[config.mk]
export PLATFORM = sky130hd
export DESIGN_NAME = uopif_core
export DESIGN_NICKNAME = d
export VERILOG_FILES = /design/src/design/uopif_pkg.sv /design/src/design/uopif_core.sv
export SDC_FILE = /design/constraint.sdc
export NUM_CORES = 1
export LEC_CHECK = 0
export ABC_AREA = 1
export BUFFER_PORTS_ARGS = -buffer_cell sky130_fd_sc_hd__buf_2
export CAP_MARGIN = 25
export CORE_MARGIN = 4
export CORE_UTILIZATION = 48
export DETAILED_ROUTE_END_ITERATION = 10
export PLACE_DENSITY = 0.76
export SYNTH_ARGS = -nofsm -noshare
export SYNTH_HDL_FRONTEND = slang
export SYNTH_SLANG_ARGS = --single-unit
[constraint.sdc]
create_clock -name clock -period 1.2 [get_ports clock]
set_input_delay 0.3 -clock clock [delete_from_list [all_inputs] [get_ports clock]]
set_output_delay 0.3 -clock clock [all_outputs]
set_load 0.01 [all_outputs]
[src/design/uopif_pkg.sv]
// Constants shared by the USB pull, power and interrupt-flag front end.
// Assumes a 10 MHz system clock and 32-bit register words at byte offsets.
package uopif_pkg;

  localparam int ADDR_W = 8;

  // Register byte offsets.
  localparam logic [7:0] OFS_OTG_CTRL = 8'h00;
  localparam logic [7:0] OFS_PWR_CTRL = 8'h04;
  localparam logic [7:0] OFS_IRQ_FLAGS = 8'h08;
  localparam logic [7:0] OFS_ERR_MASK = 8'h0c;
  localparam logic [7:0] OFS_MODE = 8'h10;

  // Pull and bus-power control fields.
  localparam int B_DP_PULLUP = 7;
  localparam int B_DM_PULLUP = 6;
  localparam int B_DP_PULLDN = 5;
  localparam int B_DM_PULLDN = 4;
  localparam int B_BUS_POWER = 3;
  localparam int B_PULL_OVR = 2;
  localparam int B_BUS_CHARGE = 1;
  localparam int B_BUS_DISCH = 0;

  // Power control fields.
  localparam int B_ACT_PEND = 7;
  localparam int B_SLEEP_GUARD = 4;
  localparam int B_NOT_READY = 3;
  localparam int B_SUSPEND = 1;
  localparam int B_POWER_ON = 0;

  // Interrupt flag fields.
  localparam int B_STALL = 7;
  localparam int B_ATTACH = 6;
  localparam int B_RESUME = 5;
  localparam int B_IDLE = 4;
  localparam int B_TOKEN_DONE = 3;
  localparam int B_FRAME_START = 2;
  localparam int B_ERR_SUM = 1;
  localparam int B_RESET_DETACH = 0;

  // Mode register field.
  localparam int B_HOST_ROLE = 0;

  // Values after reset.
  localparam logic [7:0] RST_OTG_CTRL = 8'h00;
  localparam logic [7:0] RST_PWR_CTRL = 8'h00;
  localparam logic [7:0] RST_FLAGS = 8'h00;
  localparam logic [7:0] RST_ERR_MASK = 8'h00;

  // Writable masks: everything else reads zero or is hardware status.
  localparam logic [7:0] PWR_WR_MASK = 8'h13;
  localparam logic [7:0] FLAG_W1C_MASK = 8'hfd;

  // Timing.
  localparam int CLK_PERIOD_NS = 100;
  localparam int RESUME_TIME_NS = 2500;
  localparam int ATTACH_QUIET_NS = 2500;
  localparam int IDLE_TIME_NS = 3000000;
  localparam int RESUME_CYCLES =
    (RESUME_TIME_NS + CLK_PERIOD_NS - 1) / CLK_PERIOD_NS;
  localparam int ATTACH_CYCLES =
    (ATTACH_QUIET_NS + CLK_PERIOD_NS - 1) / CLK_PERIOD_NS;
  localparam int IDLE_CYCLES_DEF =
    (IDLE_TIME_NS + CLK_PERIOD_NS - 1) / CLK_PERIOD_NS;
  localparam int SHORT_CNT_W = 6;
  localparam int IDLE_CNT_W = 16;

  // Cycles the module stays not ready after being switched off.
  localparam int SETTLE_CYCLES = 8;
  localparam int SETTLE_CNT_W = 4;

endpackage : uopif_pkg

[src/design/uopif_core.sv]
// USB pull-resistor, bus-power, power-state and interrupt-flag front end.
// Assumes all inputs are synchronous to clock; line state arrives decoded
// and the transfer engine reports its events as one-cycle pulses.
//
// Function
// - D+ and D- pull-up enables follow their control bits.
// - D+ and D- pull-down enables follow their control bits.
// - Bus-power drive bit requests power on VBUS.
// - Override bit selects software or hardware control of four pulls.
// - Bus-charge bit enables resistive VBUS charging.
// - Bus-discharge bit enables resistive VBUS discharging.
// - Activity-pending reads one from detected activity until notification.
// - Sleep guard blocks sleep during activity or pending notification.
// - Not-ready reads one while active or still settling after disable.
// - Suspend gates the USB clock and puts transceiver in low power.
// - Power bit zero holds pull, VBUS, clock and notify outputs inactive and releases pins.
// - Flags other than error summary set by hardware, cleared by writing one, zero leaves them.
// - Stall flag sets on stall handshake in either role.
// - Attach flag sets in host role after 2.5 us quiet non-SE0 bus.
// - Resume flag sets after K state held for 2.5 us.
// - Idle flag sets after idle state held for 3 ms.
// - Token-done flag sets when the current token finishes.
// - Clearing token-done advances the token status queue.
// - Frame-start flag sets on SOF received or host threshold.
// - Error summary reads one only for errors enabled by the mask.
// - Flag zero means bus reset in device role, detach in host role.
`timescale 1ns/1ps
module uopif_core #(
  parameter int IDLE_CYCLES = uopif_pkg::IDLE_CYCLES_DEF
) (
  input wire logic clock,
  input wire logic rst_n,
  input wire logic [7:0] regAddr,
  input wire logic [31:0] regWrData,
  input wire logic regWr,
  input wire logic regRd,
  output logic [31:0] regRdData,
  input wire logic lineJ,
  input wire logic lineK,
  input wire logic lineSe0,
  input wire logic busActivity,
  input wire logic [3:0] hwPullEn,
  input wire logic stallEvent,
  input wire logic tokenDoneEvent,
  input wire logic sofEvent,
  input wire logic busResetEvent,
  input wire logic detachEvent,
  input wire logic [7:0] errorStatus,
  output logic dplusPullupEn,
  output logic dminusPullupEn,
  output logic dplusPulldownEn,
  output logic dminusPulldownEn,
  output logic busPowerDrive,
  output logic busChargeEn,
  output logic busDischargeEn,
  output logic usbClockEnable,
  output logic xcvrLowPower,
  output logic pinsOwned,
  output logic hostRole,
  output logic sleepBlock,
  output logic activityNotify,
  output logic tokenQueueAdvance
);

  localparam logic [uopif_pkg::SHORT_CNT_W-1:0] RESUME_N =
    uopif_pkg::SHORT_CNT_W'(uopif_pkg::RESUME_CYCLES);
  localparam logic [uopif_pkg::SHORT_CNT_W-1:0] ATTACH_N =
    uopif_pkg::SHORT_CNT_W'(uopif_pkg::ATTACH_CYCLES);
  localparam logic [uopif_pkg::IDLE_CNT_W-1:0] IDLE_N =
    uopif_pkg::IDLE_CNT_W'(IDLE_CYCLES);
  localparam logic [uopif_pkg::SETTLE_CNT_W-1:0] SETTLE_N =
    uopif_pkg::SETTLE_CNT_W'(uopif_pkg::SETTLE_CYCLES);

  logic [7:0] otgCtrl;
  logic [7:0] errMask;
  logic sleepEntryGuard;
  logic suspendRequest;
  logic modulePowerOn;
  logic moduleNotReady;
  logic activityPending;
  logic [7:0] flags;
  logic [uopif_pkg::SETTLE_CNT_W-1:0] settleCount;
  logic [uopif_pkg::SHORT_CNT_W-1:0] kCount;
  logic [uopif_pkg::SHORT_CNT_W-1:0] quietCount;
  logic [uopif_pkg::IDLE_CNT_W-1:0] idleCount;
  logic attachArmed;
  logic [7:0] flagSet;
  logic [7:0] flagClr;
  logic [3:0] pullSel;

  // Decodes a write strobe aimed at one register offset.
  function automatic logic wrHit(input logic [7:0] ofs);
    wrHit = regWr && (regAddr == ofs);
  endfunction : wrHit

  // Saturating increment shared by the K and quiet line-state timers.
  function automatic logic [uopif_pkg::SHORT_CNT_W-1:0] satInc(
    input logic [uopif_pkg::SHORT_CNT_W-1:0] v,
    input logic [uopif_pkg::SHORT_CNT_W-1:0] lim
  );
    satInc = (v >= lim) ? v : v + 1'b1;
  endfunction : satInc

  // Software control registers.
  always_ff @(posedge clock or negedge rst_n) begin
    if (!rst_n) begin
      otgCtrl <= uopif_pkg::RST_OTG_CTRL;
      errMask <= uopif_pkg::RST_ERR_MASK;
      hostRole <= 1'b0;
      sleepEntryGuard <= 1'b0;
      suspendRequest <= 1'b0;
      modulePowerOn <= 1'b0;
    end else begin
      if (wrHit(uopif_pkg::OFS_OTG_CTRL)) begin
        otgCtrl <= regWrData[7:0];
      end
      if (wrHit(uopif_pkg::OFS_ERR_MASK)) begin
        errMask <= regWrData[7:0];
      end
      if (wrHit(uopif_pkg::OFS_MODE)) begin
        hostRole <= regWrData[uopif_pkg::B_HOST_ROLE];
      end
      if (wrHit(uopif_pkg::OFS_PWR_CTRL)) begin
        sleepEntryGuard <= regWrData[uopif_pkg::B_SLEEP_GUARD];
        suspendRequest <= regWrData[uopif_pkg::B_SUSPEND];
        modulePowerOn <= regWrData[uopif_pkg::B_POWER_ON];
      end
    end
  end

  // Pull and VBUS outputs; everything is released while switched off.
  always_comb begin
    pullSel = otgCtrl[uopif_pkg::B_PULL_OVR] ? otgCtrl[7:4] : hwPullEn;
  end

  always_ff @(posedge clock or negedge rst_n) begin
    if (!rst_n) begin
      dplusPullupEn <= 1'b0;
      dminusPullupEn <= 1'b0;
      dplusPulldownEn <= 1'b0;
      dminusPulldownEn <= 1'b0;
      busPowerDrive <= 1'b0;
      busChargeEn <= 1'b0;
      busDischargeEn <= 1'b0;
    end else begin
      dplusPullupEn <= modulePowerOn && pullSel[3];
      dminusPullupEn <= modulePowerOn && pullSel[2];
      dplusPulldownEn <= modulePowerOn && pullSel[1];
      dminusPulldownEn <= modulePowerOn && pullSel[0];
      busPowerDrive <= modulePowerOn
        && otgCtrl[uopif_pkg::B_BUS_POWER];
      busChargeEn <= modulePowerOn
        && otgCtrl[uopif_pkg::B_BUS_CHARGE];
      busDischargeEn <= modulePowerOn
        && otgCtrl[uopif_pkg::B_BUS_DISCH];
    end
  end

  // Power state outputs.
  always_ff @(posedge clock or negedge rst_n) begin
    if (!rst_n) begin
      usbClockEnable <= 1'b0;
      xcvrLowPower <= 1'b1;
      pinsOwned <= 1'b0;
    end else begin
      usbClockEnable <= modulePowerOn && !suspendRequest;
      xcvrLowPower <= !modulePowerOn || suspendRequest;
      pinsOwned <= modulePowerOn;
    end
  end

  // After the module is switched off it stays busy for a short settle time;
  // this only reports not-ready, and a write can re-enable it while the analog side is still down.
  always_ff @(posedge clock or negedge rst_n) begin
    if (!rst_n) begin
      settleCount <= '0;
      moduleNotReady <= 1'b0;
    end else begin
      if (modulePowerOn) begin
        settleCount <= SETTLE_N;
      end else if (settleCount != '0) begin
        settleCount <= settleCount - 1'b1;
      end
      moduleNotReady <= modulePowerOn || (settleCount != '0);
    end
  end

  // Activity is pending for one cycle before its notification pulse.
  always_ff @(posedge clock or negedge rst_n) begin
    if (!rst_n) begin
      activityPending <= 1'b0;
      activityNotify <= 1'b0;
      sleepBlock <= 1'b0;
    end else begin
      activityPending <= modulePowerOn && busActivity;
      activityNotify <= activityPending;
      sleepBlock <= sleepEntryGuard
        && (busActivity || activityPending);
    end
  end

  // Line-state timers.
  always_ff @(posedge clock or negedge rst_n) begin
    if (!rst_n) begin
      kCount <= '0;
      quietCount <= '0;
      idleCount <= '0;
      attachArmed <= 1'b0;
    end else begin
      kCount <= lineK ? satInc(kCount, RESUME_N) : '0;
      if (busActivity || lineSe0) begin
        quietCount <= '0;
      end else begin
        quietCount <= satInc(quietCount, ATTACH_N);
      end
      if (!lineJ) begin
        idleCount <= '0;
      end else if (idleCount < IDLE_N) begin
        idleCount <= idleCount + 1'b1;
      end
      // Armed by a detached (SE0) bus so that one attach gives one flag.
      if (!hostRole) begin
        attachArmed <= 1'b0;
      end else if (lineSe0) begin
        attachArmed <= 1'b1;
      end else if (flagSet[uopif_pkg::B_ATTACH]) begin
        attachArmed <= 1'b0;
      end
    end
  end

  // Hardware set conditions; events are ignored while switched off.
  always_comb begin
    flagSet = '0;
    flagSet[uopif_pkg::B_STALL] = stallEvent;
    flagSet[uopif_pkg::B_ATTACH] = hostRole && attachArmed && !lineSe0
      && (quietCount == ATTACH_N - 1'b1) && !busActivity;
    flagSet[uopif_pkg::B_RESUME] = (kCount == RESUME_N - 1'b1) && lineK;
    flagSet[uopif_pkg::B_IDLE] =
      lineJ && (idleCount == IDLE_N - 1'b1);
    flagSet[uopif_pkg::B_TOKEN_DONE] = tokenDoneEvent;
    flagSet[uopif_pkg::B_FRAME_START] = sofEvent;
    flagSet[uopif_pkg::B_RESET_DETACH] =
      hostRole ? detachEvent : busResetEvent;
    flagSet = modulePowerOn ? flagSet : '0;
    flagClr = wrHit(uopif_pkg::OFS_IRQ_FLAGS)
      ? (regWrData[7:0] & uopif_pkg::FLAG_W1C_MASK) : '0;
  end

  // Sticky flags: a set in the clearing cycle wins over the clear.
  always_ff @(posedge clock or negedge rst_n) begin
    if (!rst_n) begin
      flags <= uopif_pkg::RST_FLAGS;
      tokenQueueAdvance <= 1'b0;
    end else begin
      flags <= (flags & ~flagClr) | flagSet;
      flags[uopif_pkg::B_ERR_SUM] <= |(errorStatus & errMask);
      tokenQueueAdvance <= flagClr[uopif_pkg::B_TOKEN_DONE]
        && flags[uopif_pkg::B_TOKEN_DONE];
    end
  end

  // Read port: data stands the cycle after the strobe only.
  always_ff @(posedge clock or negedge rst_n) begin
    if (!rst_n) begin
      regRdData <= '0;
    end else if (regRd) begin
      unique case (regAddr)
        uopif_pkg::OFS_OTG_CTRL: regRdData <= {24'h000000, otgCtrl};
        uopif_pkg::OFS_PWR_CTRL: regRdData <= {24'h000000,
          activityPending, 2'h0, sleepEntryGuard, moduleNotReady,
          1'h0, suspendRequest, modulePowerOn};
        uopif_pkg::OFS_IRQ_FLAGS: regRdData <= {24'h000000, flags};
        uopif_pkg::OFS_ERR_MASK: regRdData <= {24'h000000, errMask};
        uopif_pkg::OFS_MODE: regRdData <= {31'h00000000, hostRole};
        default: regRdData <= '0;
      endcase
    end else begin
      regRdData <= '0;
    end
  end

endmodule : uopif_core

==> metrics.txt <==
Vias/cell=5.206; CTS Buf Count=9; GR Util All Layers=between 20 and 25%; final setup margin=-303.5 ps; fraction of layout cells with a size suffix above 1=approximately 36%; Setup crit end kind=register; Final Hold Fails=0; nets=between 700 and 800; register area=approximately 0.0021 mm2; most common cell after layout, fill and taps aside=nand2_1; kind of critical path=reg2reg; most frequent cells in the layout=nand2_1 (102), dfrtp_1 (81), buf_4 (70), buf_2 (58), inv_1 (54); Max IR drop VDD=about 700 uV; overall power=about 6600 uW; RePlAce Congestion=~0.94; failing checks=negative setup slack; final antenna-violating net count=0; initial antenna violation count=0; initial detailed-routing violation count=around 220; TritonCTS Sinks=84; global-route wire length before repair=around 17 mm; DR WL/cell=between 10 and 15 um; Synth Area in Adders=2.865%; Critical Path Start Type=register; DR vias=just over 4,000; chip width=around 100 um; main combinational cell family by area after synthesis=simple AND/OR/NAND/NOR gates; YS warnings=0; worst hold path type=in2reg; CTS tree=done; minimum clock period=1503 ps; Clock Skews=~12 ps; largest net degree at the start of global routing=61; CTS Buffer Depth=2; mux contribution to synthesized area=0%; Final Max Slew Viols=0; core area=roughly 0.0088 mm2; RSZ-0062 raised after global routing=yes; area post-placement=0.005151 mm2; Mapped Avg Cell Area=roughly 8.2 um2; P_leak=between 0.003 and 0.004 uW; Pre-antenna DRT Iters=5; ys async rst share=100.0%; Final Util=~66%; hpwl dp=between 7 and 8 mm; status=finished, violations left; P&R area growth vs syn=33.67%; synthesized cell area=between 0.004 and 0.005 mm2; PortBufs=between 60 and 70; Post-Syn Instances=about 530; I/O pins=111; # setup viols final=30; initial core utilization=between 40% and 50%; clock root cell=clkbuf_8; Req. time, crit path=between 1000 and 1500 ps; Seq/Total Area, Yosys=between 40% and 50%; H-tree depth=3; Netlist cell types=34; reg2reg setup slack=-300 ps; Die Span Y=103.4 um; maxcap violations=0; std cell rows=34; simple-gate portion of the synthesized area=between 20 and 30%; ant diodes=0; grt ovf=0; WP data arrival=roughly 1800 ps; Multi-input gate area=roughly 0.0022 mm2; vias in the first global route=3,798; CP max FO=4; clk_lat worst skew=approximately 360 ps; Max Freq=approximately 0.67 GHz; fin area=just under 0.006 mm2; dominant synthesized flop cell=dfrtp_1; Clock transition at path regs=90 ps; Cell Pwr Density=1136 mW/mm2; EDFF count, synth=0; final worst path period share=125.3%; Die Area=0.01069 mm2; FILL cells=approximately 660; compound-cell area share of the yosys netlist=between 8 and 9%; Synth Area in XOR/XNOR=around 1.0%; drt total wl=roughly 12 mm; #FFs+latches synth=84; Residual DRC=0
-- layout make-up --
| class | count | area share (%) |
|---|---|---|
| inverter | 64 | 4.159 |
| clock inverter | 6 | 1.651 |
| tap | 108 | 2.315 |
| clock buffer | 10 | 2.186 |
| sequential | 84 | 36.08 |
| multi-input combinational | 375 | 37.00 |
| timing repair buffer | 139 | 16.61 |
-- registers in the layout, summed over array words and instances (netlist names), 4 cells and up --
register / count
idleCount: 16
errMask: 8
otgCtrl: 8
regRdData: 8
quietCount: 6
kCount: 6
flags: 8
settleCount: 4
-- final timing paths --
path,startpoint,endpoint,cells past startpoint
hold reg to reg,activityPending,activityNotify,0
setup reg to reg,idleCount[9],idleCount[3],10
min in group asynchronous,rst_n,busPowerDrive,2
max in group asynchronous,rst_n,quietCount[0],3
setup / recovery,idleCount[9],idleCount[3],10
hold / removal,regRd,regRdData[6],3
-- report_power, final --
| part | total, uW | switching [uW] | internal, uW |
|---|---|---|---|
| Clock | 2280 | 1080 | 1200 |
| Combinational | 1160 | 655 | 501 |
| Sequential | 3190 | 150 | 3040 |
-- critical path, stage by stage, from the launching register on --
cell,delay [ps]
dfrtp_2,450
inv_2,70
nand2_2,60
nor2_4,120
nand2_2,80
nor2_4,130
nor2_4,60
nor2_4,170
buf_6,150
nand2_2,60
nand2_2,70
-- Yosys cell counts, types with 3 or more instances --
master / number / share of area [%]
a21oi_1: 10 / 1.1
buf_4: 26 / 4.5
buf_6: 3 / 0.77
clkbuf_1: 5 / 0.43
dfrtp_1: 83 / 48
ha_1: 10 / 2.9
inv_1: 63 / 5.4
nand2_1: 127 / 11
nand2_2: 4 / 0.57
nand3_1: 53 / 6.1
nand4_1: 19 / 2.7
nor2_1: 55 / 4.7
nor2_2: 4 / 0.57
nor2_4: 4 / 1.0
o21ai_0: 32 / 3.7
o21ai_2: 8 / 1.6
xor2_1: 5 / 1.0
-- metal layers --
layer | part of all wire, % | track usage (%) | vias up
met4 | 2.5 | 6.375 | 0
met3 | 6.7 | 4.427 | 33
li1 | - | - | 1945
met5 | 0 | 0 | -
met1 | 40 | 26.06 | 1929
met2 | 50 | 35.78 | 185
-- per-stage QoR --
stage          instances  setup WS, ps  hold WS [ps]  setup TNS (ps)
3_3_place_gp         748        -199.7         99.20           -7200
5_1_grt              786        -384.3         134.1           -7850
4_1_cts              778        -215.1         129.1           -3113
3_5_place_dp         748        -300.7         98.75          -10380
6_report             786        -303.5         138.4           -5380
2_1_floorplan        557        -43.11         4.409          -491.7
-- kinds of logic (layout without fill, tap and decap cells) --
group,Yosys count,after routing
buf+inv,98,219
xor+xnor,5,5
other cells,1,24
simple gates,276,276
compound gates,60,60
flops,84,84
fa+ha+maj,10,10
-- what timing repair did --
action,CTS,global route
pin swaps,9,19
hold buffers,1,0
setup buffers,13,8
endpoints found under the hold margin,83,0
setup endpoints to repair,31,38
resized for setup,26,57
gates cloned,0,1
No activity file was read; power rests on OpenSTA's default activity.
